### src/shared/dcc_pkg.sv
// shared constants and carrier types of the dma channel controller
package dcc_pkg;
  localparam int CH_NUM = 8;
  localparam int CH_W = 3;
  localparam int ADDR_W = 24;
  localparam int CNT_W = 24;
  localparam int HOLD_W = 32;
  localparam int DATA_W = 16;
  localparam logic [CH_W-1:0] ACK_IDLE = 3'h4;
  localparam logic [2:0] SZ_BYTE = 3'h1;
  localparam logic [2:0] SZ_WORD = 3'h2;
  localparam logic [2:0] HOLD_EMPTY = 3'h0;
  localparam logic [ADDR_W-1:0] ADDR_RST = 24'h000000;
  localparam logic [CNT_W-1:0] CNT_RST = 24'h000000;
  localparam logic [HOLD_W-1:0] HOLD_RST = 32'h00000000;

  typedef enum logic [1:0] {DCC_STEP_INC, DCC_STEP_DEC, DCC_STEP_FIX} dcc_step_type;

  typedef struct packed {
    logic tgt_to_req;
    logic autoinit;
    logic req_io;
    logic tgt_io;
    logic req_word;
    logic tgt_word;
    dcc_step_type req_step;
    dcc_step_type tgt_step;
  } dcc_mode_type;

  typedef struct packed {
    logic [ADDR_W-1:0] req_addr;
    logic [ADDR_W-1:0] tgt_addr;
    logic [CNT_W-1:0] count;
    dcc_mode_type mode;
  } dcc_cfg_type;

  typedef struct packed {
    logic [ADDR_W-1:0] req_addr;
    logic [ADDR_W-1:0] tgt_addr;
    logic [CNT_W-1:0] count;
    logic tc;
    logic armed;
  } dcc_stat_type;

  typedef struct packed {
    logic [ADDR_W-1:0] addr;
    logic write;
    logic word;
    logic io;
    logic [1:0] ben;
    logic [DATA_W-1:0] wdata;
  } dcc_bus_type;
endpackage

### src/logic/dcc_sync.sv
// two-stage synchroniser for pin inputs
`timescale 1ns/1ps
module dcc_sync #(
  parameter int W = 1,
  parameter logic [W-1:0] RST_VAL = '0
) (
  // clock and reset
  input wire logic ref_clk_i,
  input wire logic rst_n_i,
  // pins and synchronised levels
  input wire logic [W-1:0] async_i,
  output logic [W-1:0] sync_o
);
  logic [W-1:0] meta_reg;

  // only the second stage is visible to any logic
  always_ff @(posedge ref_clk_i) begin
    if (!rst_n_i) begin
      meta_reg <= RST_VAL;
      sync_o <= RST_VAL;
    end else begin
      meta_reg <= async_i;
      sync_o <= meta_reg;
    end
  end
endmodule

### src/logic/dcc_prio_arb.sv
// fixed priority picker, lowest channel number wins
`timescale 1ns/1ps
module dcc_prio_arb #(
  parameter int N = 8,
  parameter int IW = 3
) (
  // pending channels
  input wire logic [N-1:0] pend_i,
  // winner
  output logic any_o,
  output logic [IW-1:0] win_o
);
  if (N > (1 << IW)) begin : g_bad_width
    $error("dcc_prio_arb: index too narrow");
  end

  always_comb begin
    any_o = |pend_i;
    win_o = '0;
    for (int i = N - 1; i >= 0; i--) begin
      if (pend_i[i]) begin
        win_o = IW'(i);
      end
    end
  end
endmodule

### src/logic/dcc_core.sv
// dma channel controller core: channel state, yield handshake, transfer engine
//
// Contract
// - base address and count never changed by hardware
// - per-side address increment, decrement or fixed
// - count drops one per byte moved
// - underflow flags terminal count, ends or restarts
// - private 32-bit holding register per channel
// - unpacking: surplus held byte is discarded
// - packing: unfilled final byte is undefined
// - stay bus slave until service request
// - accept programming any time while slave
// - service request raises bus yield request
// - master only after yield grant seen
// - pick highest priority when mastership obtained
// - keep bus until grant removed or done; code also releases when the channel's request drops
// - transfer uses serviced channel's own registers
// - completion drops yield request, back to slave
// - further pending requests re-raise yield request
// - eight requests, encoded ack, yield pair, eop
// - only requester starts or ends processes; code also starts one on a software request (sw_req_i)
// - per-channel direction, memory or io sides
// - each bus cycle moves one byte or word
// - ack shows idle code outside requester access
// - eop driven on last requester cycle, input terminates
`timescale 1ns/1ps
module dcc_core #(
  parameter int CH_NUM = dcc_pkg::CH_NUM
) (
  // clock and reset
  input wire logic ref_clk_i,
  input wire logic rst_n_i,
  // peripheral handshake
  input wire logic [dcc_pkg::CH_NUM-1:0] channel_service_request_i,
  output logic [dcc_pkg::CH_W-1:0] encoded_channel_ack_o,
  input wire logic end_of_process_n_i,
  output logic end_of_process_n_o,
  output logic end_of_process_oe_n_o,
  // host yield handshake
  output logic bus_yield_req_o,
  input wire logic bus_yield_grant_i,
  // host programming and status
  input wire logic [dcc_pkg::CH_NUM-1:0] sw_req_i,
  input wire logic prog_we_i,
  input wire logic [dcc_pkg::CH_W-1:0] prog_ch_i,
  input wire dcc_pkg::dcc_cfg_type prog_cfg_i,
  output logic prog_ready_o,
  input wire logic [dcc_pkg::CH_W-1:0] rd_ch_i,
  output dcc_pkg::dcc_stat_type rd_stat_o,
  // master bus cycles
  output logic bus_valid_o,
  output dcc_pkg::dcc_bus_type bus_o,
  input wire logic bus_done_i,
  input wire logic [dcc_pkg::DATA_W-1:0] bus_rdata_i
);
  import dcc_pkg::*;

  if (CH_NUM != dcc_pkg::CH_NUM) begin : g_bad_ch
    $error("dcc_core: channel count must match the encoded ack width");
  end

  typedef enum logic [2:0] {
    ST_SLAVE, ST_YIELD_REQ, ST_PICK, ST_ISSUE, ST_READ, ST_WRITE, ST_RELEASE
  } dcc_state_type;

  function automatic logic [ADDR_W-1:0] dcc_step_addr(input logic [ADDR_W-1:0] a,
                                                      input dcc_step_type s,
                                                      input logic word);
    logic [ADDR_W-1:0] d;
    d = word ? ADDR_W'(2) : ADDR_W'(1);
    case (s)
      DCC_STEP_INC: dcc_step_addr = a + d;
      DCC_STEP_DEC: dcc_step_addr = a - d;
      default: dcc_step_addr = a;
    endcase
  endfunction

  dcc_state_type state_reg;
  logic [CH_W-1:0] act_ch_reg;
  logic [ADDR_W-1:0] base_req_reg [CH_NUM];
  logic [ADDR_W-1:0] base_tgt_reg [CH_NUM];
  logic [CNT_W-1:0] base_cnt_reg [CH_NUM];
  logic [ADDR_W-1:0] cur_req_reg [CH_NUM];
  logic [ADDR_W-1:0] cur_tgt_reg [CH_NUM];
  logic [CNT_W-1:0] cur_cnt_reg [CH_NUM];
  dcc_mode_type mode_reg [CH_NUM];
  logic [HOLD_W-1:0] hold_reg [CH_NUM];
  logic [2:0] hold_cnt_reg [CH_NUM];
  logic [CH_NUM-1:0] armed_reg;
  logic [CH_NUM-1:0] tc_reg;
  logic [CH_NUM-1:0] sw_pend_reg;
  logic eop_drive_reg;
  logic [1:0] eop_hist_reg;
  logic [CH_NUM-1:0] hw_req_sync;
  logic grant_sync;
  logic eop_n_sync;
  logic [CH_NUM-1:0] pend;
  logic any_pend;
  logic [CH_W-1:0] win_ch;
  logic prog_acc;
  dcc_mode_type m;
  logic [2:0] hc;
  logic [CNT_W:0] remain;
  logic src_is_req;
  logic src_word;
  logic dst_word;
  logic [2:0] s_sz;
  logic [2:0] d_sz;
  logic need_fetch;
  logic do_read;
  logic last_write;
  logic last_fetch;
  logic [2:0] consumed;
  logic ext_eop;
  logic rd_done;
  logic wr_done;
  logic term;
  logic [7:0] rd_byte;
  logic [DATA_W-1:0] rd_val;
  logic [ADDR_W-1:0] src_addr;

  // eight requests, yield grant and eop pass the synchroniser
  dcc_sync #(
    .W(CH_NUM + 2),
    .RST_VAL({{CH_NUM{1'b0}}, 1'b0, 1'b1})
  ) u_sync (
    .ref_clk_i(ref_clk_i),
    .rst_n_i(rst_n_i),
    .async_i({channel_service_request_i, bus_yield_grant_i, end_of_process_n_i}),
    .sync_o({hw_req_sync, grant_sync, eop_n_sync})
  );

  assign pend = armed_reg & (hw_req_sync | sw_pend_reg);

  dcc_prio_arb #(
    .N(CH_NUM),
    .IW(CH_W)
  ) u_arb (
    .pend_i(pend),
    .any_o(any_pend),
    .win_o(win_ch)
  );

  always_comb begin
    m = mode_reg[act_ch_reg];
    hc = hold_cnt_reg[act_ch_reg];
    remain = {1'b0, cur_cnt_reg[act_ch_reg]} + (CNT_W+1)'(1);
    src_is_req = ~m.tgt_to_req;
    src_word = src_is_req ? m.req_word : m.tgt_word;
    dst_word = src_is_req ? m.tgt_word : m.req_word;
    s_sz = src_word ? SZ_WORD : SZ_BYTE;
    d_sz = dst_word ? SZ_WORD : SZ_BYTE;
    need_fetch = remain > (CNT_W+1)'(hc);
    do_read = need_fetch && (hc < d_sz);
    last_write = remain <= (CNT_W+1)'(d_sz);
    last_fetch = (remain - (CNT_W+1)'(hc)) <= (CNT_W+1)'(s_sz);
    consumed = last_write ? remain[2:0] : d_sz;
    src_addr = src_is_req ? cur_req_reg[act_ch_reg] : cur_tgt_reg[act_ch_reg];
    rd_byte = bus_o.addr[0] ? bus_rdata_i[15:8] : bus_rdata_i[7:0];
    rd_val = bus_o.word ? bus_rdata_i : {8'h00, rd_byte};
  end

  // own eop not taken as input
  assign ext_eop = ~eop_n_sync & ~eop_drive_reg & ~(|eop_hist_reg);
  assign rd_done = (state_reg == ST_READ) && bus_done_i;
  assign wr_done = (state_reg == ST_WRITE) && bus_done_i;
  assign term = (wr_done && last_write) || ((rd_done || wr_done) && ext_eop);
  assign prog_ready_o = (state_reg == ST_SLAVE);
  assign prog_acc = prog_we_i && prog_ready_o;
  assign bus_valid_o = (state_reg == ST_READ) || (state_reg == ST_WRITE);
  // request raised from yield wait, low in release and slave
  assign bus_yield_req_o = (state_reg != ST_SLAVE) && (state_reg != ST_RELEASE);
  assign end_of_process_n_o = 1'b0;
  assign end_of_process_oe_n_o = ~eop_drive_reg;

  always_ff @(posedge ref_clk_i) begin
    if (!rst_n_i) begin
      state_reg <= ST_SLAVE;
      act_ch_reg <= '0;
    end else begin
      case (state_reg)
        ST_SLAVE: begin
          if (any_pend) begin
            state_reg <= ST_YIELD_REQ;
          end
        end
        ST_YIELD_REQ: begin
          if (grant_sync) begin
            state_reg <= ST_PICK;
          end
        end
        ST_PICK: begin
          if (any_pend) begin
            act_ch_reg <= win_ch;
            state_reg <= ST_ISSUE;
          end else begin
            state_reg <= ST_RELEASE;
          end
        end
        ST_ISSUE: state_reg <= do_read ? ST_READ : ST_WRITE;
        ST_READ, ST_WRITE: begin
          // hold until done, then release on terminal count, lost grant or dropped request
          if (bus_done_i) begin
            if (term || !grant_sync || !pend[act_ch_reg]) begin
              state_reg <= ST_RELEASE;
            end else begin
              state_reg <= ST_ISSUE;
            end
          end
        end
        ST_RELEASE: state_reg <= ST_SLAVE;
        default: state_reg <= ST_SLAVE;
      endcase
    end
  end

  // bus cycle setup, loaded once per cycle so outputs stand until done
  always_ff @(posedge ref_clk_i) begin
    if (!rst_n_i) begin
      bus_o <= '0;
      encoded_channel_ack_o <= ACK_IDLE;
      eop_drive_reg <= 1'b0;
    end else if (state_reg == ST_ISSUE) begin
      bus_o.write <= ~do_read;
      bus_o.word <= do_read ? src_word : dst_word;
      if (do_read == src_is_req) begin
        bus_o.addr <= cur_req_reg[act_ch_reg];
        bus_o.io <= m.req_io;
        encoded_channel_ack_o <= act_ch_reg;
      end else begin
        bus_o.addr <= cur_tgt_reg[act_ch_reg];
        bus_o.io <= m.tgt_io;
        encoded_channel_ack_o <= ACK_IDLE;
      end
      if ((do_read ? src_word : dst_word)) begin
        bus_o.ben <= 2'h3;
      end else if ((do_read ? src_addr[0]
                   : (src_is_req ? cur_tgt_reg[act_ch_reg][0] : cur_req_reg[act_ch_reg][0]))) begin
        bus_o.ben <= 2'h2;
      end else begin
        bus_o.ben <= 2'h1;
      end
      // upper byte of short final word is stale hold data
      bus_o.wdata <= dst_word ? hold_reg[act_ch_reg][15:0]
                              : {hold_reg[act_ch_reg][7:0], hold_reg[act_ch_reg][7:0]};
      eop_drive_reg <= do_read ? (src_is_req && last_fetch) : (!src_is_req && last_write);
    end else if (!bus_valid_o || bus_done_i) begin
      // drop ack and eop as the cycle ends, so neither lingers into release or the next issue
      encoded_channel_ack_o <= ACK_IDLE;
      eop_drive_reg <= 1'b0;
    end
  end

  // our own eop echo comes back through the synchroniser two cycles late
  always_ff @(posedge ref_clk_i) begin
    if (!rst_n_i) begin
      eop_hist_reg <= 2'h0;
    end else begin
      eop_hist_reg <= {eop_hist_reg[0], eop_drive_reg};
    end
  end

  always_ff @(posedge ref_clk_i) begin
    if (!rst_n_i) begin
      for (int i = 0; i < CH_NUM; i++) begin
        base_req_reg[i] <= ADDR_RST;
        base_tgt_reg[i] <= ADDR_RST;
        base_cnt_reg[i] <= CNT_RST;
        mode_reg[i] <= '0;
      end
    end else if (prog_acc) begin
      base_req_reg[prog_ch_i] <= prog_cfg_i.req_addr;
      base_tgt_reg[prog_ch_i] <= prog_cfg_i.tgt_addr;
      base_cnt_reg[prog_ch_i] <= prog_cfg_i.count;
      mode_reg[prog_ch_i] <= prog_cfg_i.mode;
    end
  end

  // current addresses
  always_ff @(posedge ref_clk_i) begin
    if (!rst_n_i) begin
      for (int i = 0; i < CH_NUM; i++) begin
        cur_req_reg[i] <= ADDR_RST;
        cur_tgt_reg[i] <= ADDR_RST;
      end
    end else if (prog_acc) begin
      cur_req_reg[prog_ch_i] <= prog_cfg_i.req_addr;
      cur_tgt_reg[prog_ch_i] <= prog_cfg_i.tgt_addr;
    end else if (term && m.autoinit) begin
      cur_req_reg[act_ch_reg] <= base_req_reg[act_ch_reg];
      cur_tgt_reg[act_ch_reg] <= base_tgt_reg[act_ch_reg];
    end else if (rd_done || wr_done) begin
      if (rd_done == src_is_req) begin
        cur_req_reg[act_ch_reg] <= dcc_step_addr(cur_req_reg[act_ch_reg], m.req_step,
                                                 m.req_word);
      end else begin
        cur_tgt_reg[act_ch_reg] <= dcc_step_addr(cur_tgt_reg[act_ch_reg], m.tgt_step,
                                                 m.tgt_word);
      end
    end
  end

  // current byte count
  always_ff @(posedge ref_clk_i) begin
    if (!rst_n_i) begin
      for (int i = 0; i < CH_NUM; i++) begin
        cur_cnt_reg[i] <= CNT_RST;
      end
    end else if (prog_acc) begin
      cur_cnt_reg[prog_ch_i] <= prog_cfg_i.count;
    end else if (term && m.autoinit) begin
      cur_cnt_reg[act_ch_reg] <= base_cnt_reg[act_ch_reg];
    end else if (wr_done) begin
      cur_cnt_reg[act_ch_reg] <= cur_cnt_reg[act_ch_reg] - CNT_W'(consumed);
    end
  end

  always_ff @(posedge ref_clk_i) begin
    if (!rst_n_i) begin
      for (int i = 0; i < CH_NUM; i++) begin
        hold_reg[i] <= HOLD_RST;
        hold_cnt_reg[i] <= HOLD_EMPTY;
      end
    end else if (prog_acc) begin
      hold_cnt_reg[prog_ch_i] <= HOLD_EMPTY;
    end else if (term) begin
      hold_cnt_reg[act_ch_reg] <= HOLD_EMPTY;
    end else if (rd_done) begin
      hold_reg[act_ch_reg] <= hold_reg[act_ch_reg] | (HOLD_W'(rd_val) << (8 * hc));
      hold_cnt_reg[act_ch_reg] <= hc + s_sz;
    end else if (wr_done) begin
      hold_reg[act_ch_reg] <= hold_reg[act_ch_reg] >> (8 * consumed);
      hold_cnt_reg[act_ch_reg] <= hc - consumed;
    end
  end

  // channel flags; software request set wins over the terminal count clear in the same cycle
  always_ff @(posedge ref_clk_i) begin
    if (!rst_n_i) begin
      armed_reg <= '0;
      tc_reg <= '0;
      sw_pend_reg <= '0;
    end else begin
      for (int i = 0; i < CH_NUM; i++) begin
        if (prog_acc && (prog_ch_i == CH_W'(i))) begin
          armed_reg[i] <= 1'b1;
          tc_reg[i] <= 1'b0;
        end else if (term && (act_ch_reg == CH_W'(i))) begin
          armed_reg[i] <= m.autoinit;
          tc_reg[i] <= 1'b1;
        end
        if (sw_req_i[i]) begin
          sw_pend_reg[i] <= 1'b1;
        end else if (term && (act_ch_reg == CH_W'(i))) begin
          sw_pend_reg[i] <= 1'b0;
        end
      end
    end
  end

  always_ff @(posedge ref_clk_i) begin
    if (!rst_n_i) begin
      rd_stat_o <= '0;
    end else begin
      rd_stat_o.req_addr <= cur_req_reg[rd_ch_i];
      rd_stat_o.tgt_addr <= cur_tgt_reg[rd_ch_i];
      rd_stat_o.count <= cur_cnt_reg[rd_ch_i];
      rd_stat_o.tc <= tc_reg[rd_ch_i];
      rd_stat_o.armed <= armed_reg[rd_ch_i];
    end
  end
endmodule

### config.mk
export PLATFORM = sky130hd
export DESIGN_NAME = dcc_core
export DESIGN_NICKNAME = d
export VERILOG_FILES = /design/src/shared/dcc_pkg.sv /design/src/logic/dcc_sync.sv /design/src/logic/dcc_prio_arb.sv /design/src/logic/dcc_core.sv
export SDC_FILE = /design/constraint.sdc
export NUM_CORES = 2
export LEC_CHECK = 0
export BUFFER_PORTS_ARGS = -buffer_cell sky130_fd_sc_hd__buf_2
export CAP_MARGIN = 10
export CORE_MARGIN = 2
export CORE_UTILIZATION = 30
export DETAILED_ROUTE_END_ITERATION = 10
export GPL_TIMING_DRIVEN = 1
export PLACE_DENSITY = 0.53
export REMOVE_ABC_BUFFERS = 1
export SYNTH_ARGS = -nofsm -noshare
export SYNTH_HDL_FRONTEND = slang
export SYNTH_SLANG_ARGS = --single-unit
### constraint.sdc
create_clock -name ref_clk_i -period 8.7 [get_ports ref_clk_i]
set_input_delay 1.305 -clock ref_clk_i [delete_from_list [all_inputs] [get_ports ref_clk_i]]
set_output_delay 1.305 -clock ref_clk_i [all_outputs]
set_load 0.03 [all_outputs]
* Word-level counts from Yosys, hierarchy flattened
Memory sizes are Yosys's and may differ from the RTL's. A register that Yosys moved wholly into a read port is not among the register bits.
Cells that the tools add are included.
** Storage, ports and cells
- Register bits after elaboration :: 103
- Bits in latches :: 0
- RAM bits :: 1512
- Bits in read-only memories :: 0
- Input port bits :: 126
- Output and inout bits :: 127
- Word-level logic and storage cells :: 387
- Memories :: 9
** Operators by class
- Add/subtract/negate cells :: 9
- Multiply operators :: 0
- Divide/modulo/power cells :: 0
- $lt $le $gt $ge :: 6
- Eq/ne operators :: 27
- Shift operators :: 2
- Muxes and demuxes :: 191
- Bitwise gates (word level) :: 17
- Reductions and logical operators :: 87
** Memory list
- hold_reg :: depth 8, width 32, read ports 1, clocked after Yosys merged registers in 1, wr ports 8, RTL line dcc_core.sv:87 : logic [HOLD_W-1:0] hold_reg [CH_NUM];
- base_cnt_reg :: depth 8, width 24, read ports 1, clocked after Yosys merged registers in 1, wr ports 8, RTL line dcc_core.sv:82 : logic [CNT_W-1:0] base_cnt_reg [CH_NUM];
- base_req_reg :: depth 8, width 24, read ports 1, clocked after Yosys merged registers in 1, wr ports 8, RTL line dcc_core.sv:80 : logic [ADDR_W-1:0] base_req_reg [CH_NUM];
- base_tgt_reg :: depth 8, width 24, read ports 1, clocked after Yosys merged registers in 1, wr ports 8, RTL line dcc_core.sv:81 : logic [ADDR_W-1:0] base_tgt_reg [CH_NUM];
- cur_cnt_reg :: depth 8, width 24, read ports 2, clocked after Yosys merged registers in 2, wr ports 8, RTL line dcc_core.sv:85 : logic [CNT_W-1:0] cur_cnt_reg [CH_NUM];
- cur_req_reg :: depth 8, width 24, read ports 2, clocked after Yosys merged registers in 2, wr ports 8, RTL line dcc_core.sv:83 : logic [ADDR_W-1:0] cur_req_reg [CH_NUM];
- +3 memories
** Operators with widths (count)
- $mux 24 :: 23
- $reduce_or 24->1 :: 9
- $mux 3 :: 52
- $mux 1 :: 98
- $pmux 24 s2 :: 2
- $mux 32 :: 2
- $le 25x2->1 :: 2
- $add 24x2->24 :: 2
- $sub 24x2->24 :: 2
- $reduce_bool 2->1 :: 17
- $mux 16 :: 2
- $or 32x32->32 :: 1
- $reduce_or 32->1 :: 1
- $shl 16x6->32 :: 1
- $shr 32x6->32 :: 1
- $eq 3x3->1 const B :: 10
- $logic_and 1x1->1 :: 26
- $add 24x1->25 const B :: 1
- $gt 25x3->1 :: 1
- $sub 25x3->25 :: 1
- $sub 24x3->24 :: 1
- $reduce_or 2->1 :: 10
- $eq 3x2->1 const B :: 6
- $pmux 3 s5 :: 1
- 29 further kinds :: 67

* Depth between registers and ports, before layout
- Word-level depth :: 13
- Mapped depth :: 35

* Cells and area by module
A second synthesis with hierarchy kept.
** Second synthesis, totals
- Cells, all modules :: 6102
- Area total of the unflattened synthesis :: 83737.8 um2
** Modules (own cells, without submodules)
- dcc_core :: instances 1, cells an instance 6047, area each 83118.5 um2, seq. area each 48566.6 um2
- dcc_sync :: instances 1, cells an instance 42, area each 538.0 um2, seq. area each 400.4 um2
- dcc_prio_arb :: instances 1, cells an instance 13, area each 81.3 um2, seq. area each 0.0 um2

* Least setup slack after synthesis
Ideal clock, no wire load.
- Kind :: register to register
- Start point :: reg with a tool-made name
- End point :: mem cur_cnt_reg[0][18], data pin
- Setup time :: 0.283 ns
- Data arrival time :: 8.853 ns
- Required time :: 8.417 ns
- Setup slack :: -0.435 ns
- Cell stages (with the launch flop) :: 34
- Cell sequence :: dfxtp_1 buf_4 buf_4 buf_4 buf_2 buf_4 buf_1 clkbuf_1 clkbuf_1 clkbuf_1 buf_1 clkbuf_1 mux4_2 mux2_2 ha_1 a21boi_1 nand2_1 or3_1 buf_2 o31a_1 a211oi_4 nand4_1 o21ai_0 ha_1 inv_1 fa_1 nand3b_1 nor2b_1 nand4_1 nor2_1 xnor2_1 nor2_1 a221oi_1 nor2_1
** RTL lines (RTL line)
- end, declared :: dcc_core.sv:85

==> out/summary.txt <==
Outcome: finished, final reports clean
Site row count: 192
Critical Path Sink: cur_cnt_reg[1][18]$_SDFFCE_PN0P_
Clk root buf: clkbuf_16
Total negative setup slack: 0 ps
Total design power: 19.92 mW
GRT Total Usage: 19.33%
Xor and xnor area share after synthesis: 0.8699%
Antenna Nets Post-Route: 0
Mux cell area share after synthesis: 19.41%
Core Box Area: 273,900 um^2
Number of buffers created by CTS: 198
Die height: 529.1 um
Htree depth: 4
IO Port Bufs: 251
Area delta synth->final: 14.66%
R2R depth: 21
Maxcap violations: 0
DP Cell Count: 9,536
Reg2reg end: cur_cnt_reg[1][18]$_SDFFCE_PN0P_
Clock slew at reported path FFs: 60 ps
Clock latency on the worst-skew pair: 890 ps
Max reg flops: 256
Cell area after synthesis: 82,710 um^2
Seq/Total Area, Yosys: 59.21%
Final Util: 34.63%
Vias: 52,550
Area occupied by multi-input gates: 32,260 um^2
Post-synthesis cell count: 5,924
Kind of critical path: flip-flop to flip-flop
I/O pin total: 253
Critical Path Source Type: flip-flop
Share of cells above drive strength 1: 23.29%
Clock sinks: 1,690
Detailed-route vias per instance: 5.305
Setup violators final: 0
Fin. Hold Viols: 0
Leak Pwr: 33.40 nW
Die extent in x: 529.1 um
Cell with the most instances after synthesis: edfxtp_1
Peak supply drop: 0.1562 mV
Arr. time, crit path: 8370 ps
First-pass GRT wire length: 392,800 um
Post-Synth Adder-Cell Area: 1.038%
Iter 0 DRT Violations: 5,409
Post_cts resized: 0
Quantity of hold-fixing buffers added after cts: 0
WL/cell: 27.78 um
Place WS: 1006 ps
Layout Nets: 6,338
Period Utilization, post-route: 89.63%
Top cells by count, synth: edfxtp_1 (1,512), nor2_1 (1,139), and2_1 (644)
Min Tclk post-route: 7798 ps
Distinct cells, synth: 84
Final Skew: 71.71 ps
GR Overflow Total: 0
Largest net degree at the start of global routing: 90
Synth top area share: 54.90%
Register-to-register setup slack: 900 ps
Postcts setup bufs: 0
Yosys warning count: 0
Register Area: 48,980 um^2
CTS tree: yes
Fill count: 26,590
Post-synth EDFFs: 1,512
Slew HR: 14.91%
CP required: 9270 ps
Synth Flop Type: edfxtp_1
Post-Route WL: 275,200 um
Worst Tran Pin Value: 1267 ps
Hold Path Class: flip-flop to flip-flop
Die ar.: 279,900 um^2
Vias in the first global route: 54,020
Maximum fanout along the worst path: 44
Cell taking the most area after synthesis: edfxtp_1
Max-slew violations: 0
Count of state elements after synthesis: 1,690
Post-synthesis compound-gate area fraction: 4.337%
Initial antenna violation count: 70
Worst setup EP type: flip-flop
RSZ-0062 raised after global routing: false
Simple-gate area share of the yosys netlist: 12.97%
Async set-reset flop share out of synthesis: 0%
Area contributors post-synth: edfxtp_1 (55%), mux4_2 (14%), nor2_1 (5.2%)
Average size of a mapped cell: 13.96 um^2
Largest family of logic cells by synthesized area: multiplexers
DRC viols: 0
Initial core utilization: 30.20%
Worst-case clock buffer depth: 4
DP Wirelength: 169,000 um
Drt pass-1 iters: 6
Routability congestion estimate: 0.8644
Power Dens Cells: 210.1 nW/um^2
Worst setup margin: 901.8 ps
Max Clock Freq: 128.2 MHz
Final Non-Filler Cells: 9,906
-- report_power, final --
group | internal [mW] | total (mW) | switching [mW]
Combinational | 0.735 | 2.14 | 1.40
Sequential | 9.32 | 9.49 | 0.174
Clock | 4.88 | 8.29 | 3.42
-- cell usage in the layout (no fill, tap or decap), drive strengths merged, types with 8 or more instances in the layout --
cell type,count
edfxtp,1512
nor2,1139
and2,645
mux4,531
buf,410
mux2i,287
clkbuf,281
nand2,217
dfxtp,178
a21oi,121
o21ai,115
mux2,108
nand3,82
clkinv,60
ha,59
a211oi,52
xnor2,51
inv,39
a221oi,34
nor3,30
xor2,29
nand2b,25
a21o,25
nor2b,25
o211ai,21
or2,21
and3,18
a31oi,16
nand4,15
bufinv,14
or3,12
o21a,12
diode,10
o22ai,10
nand3b,9
o22a,8
nor3b,8
-- metal layers --
metal	share of wire, %	global-route usage [%]
met1	41	25.22
met2	48	32.21
met3	7.6	3.710
met4	3.5	6.271
met5	0.052	0
-- how the worst min path moves through the flow --
stage / from / to / slack, ps / depth (start not counted)
CTS: u_sync.meta_reg[4]$_SDFF_PN0_ / u_sync.sync_o[4]$_SDFF_PN0_ / 440 / 1
floorplan: u_sync.meta_reg[0]$_SDFF_PN1_ / u_sync.sync_o[0]$_SDFF_PN1_ / 390 / 1
global placement: u_sync.meta_reg[9]$_SDFF_PN0_ / u_sync.sync_o[9]$_SDFF_PN0_ / 420 / 1
detailed placement: u_sync.meta_reg[4]$_SDFF_PN0_ / u_sync.sync_o[4]$_SDFF_PN0_ / 420 / 1
global route: u_sync.meta_reg[4]$_SDFF_PN0_ / u_sync.sync_o[4]$_SDFF_PN0_ / 450 / 1
finish: u_sync.meta_reg[4]$_SDFF_PN0_ / u_sync.sync_o[4]$_SDFF_PN0_ / 430 / 1
-- critical path, cell delays in order, from the launching register on --
cell	delay (ps)
dfxtp_4	880
mux4_2	360
mux2i_1	260
or3_1	460
or4_4	590
or3_1	470
o31a_1	390
a211oi_4	360
nand4_1	120
buf_4	200
o21ai_0	300
ha_1	210
inv_1	70
fa_1	450
nand3b_1	290
nor2b_1	390
nand4_1	340
nor2_1	220
xnor2_1	180
nor2_1	70
a221oi_1	740
nor2_1	90
-- stage by stage --
| stage | hold slack (ps) | instance area (um^2) |
|---|---|---|
| global route | 452.8 | 94820 |
| CTS | 435.8 | 94810 |
| detailed placement | 421.8 | 88440 |
| floorplan | 386.3 | 81060 |
| global placement | 422.6 | 88440 |
| finish | 431.9 | 94830 |
-- logic make-up after synthesis --
| family | count (synthesis) |
|---|---|
| buffers and inverters | 425 |
| AOI/OAI and AO/OA | 472 |
| xor gates and xnor gates | 80 |
| DFF | 1690 |
| muxes | 926 |
| other | 1 |
| and+or+nand+nor | 2265 |
| adders and majority gates | 65 |
-- final cells by class --
type	count	area share, %
tap	3589	4.735
antenna	10	0.02639
clock buffer	281	5.891
timing repair buffer	410	2.702
multi-input combinational	3809	34.02
inverter	38	0.1557
sequential	1690	51.65
clock inverter	79	0.8246
(Power assumes the default switching activity.)
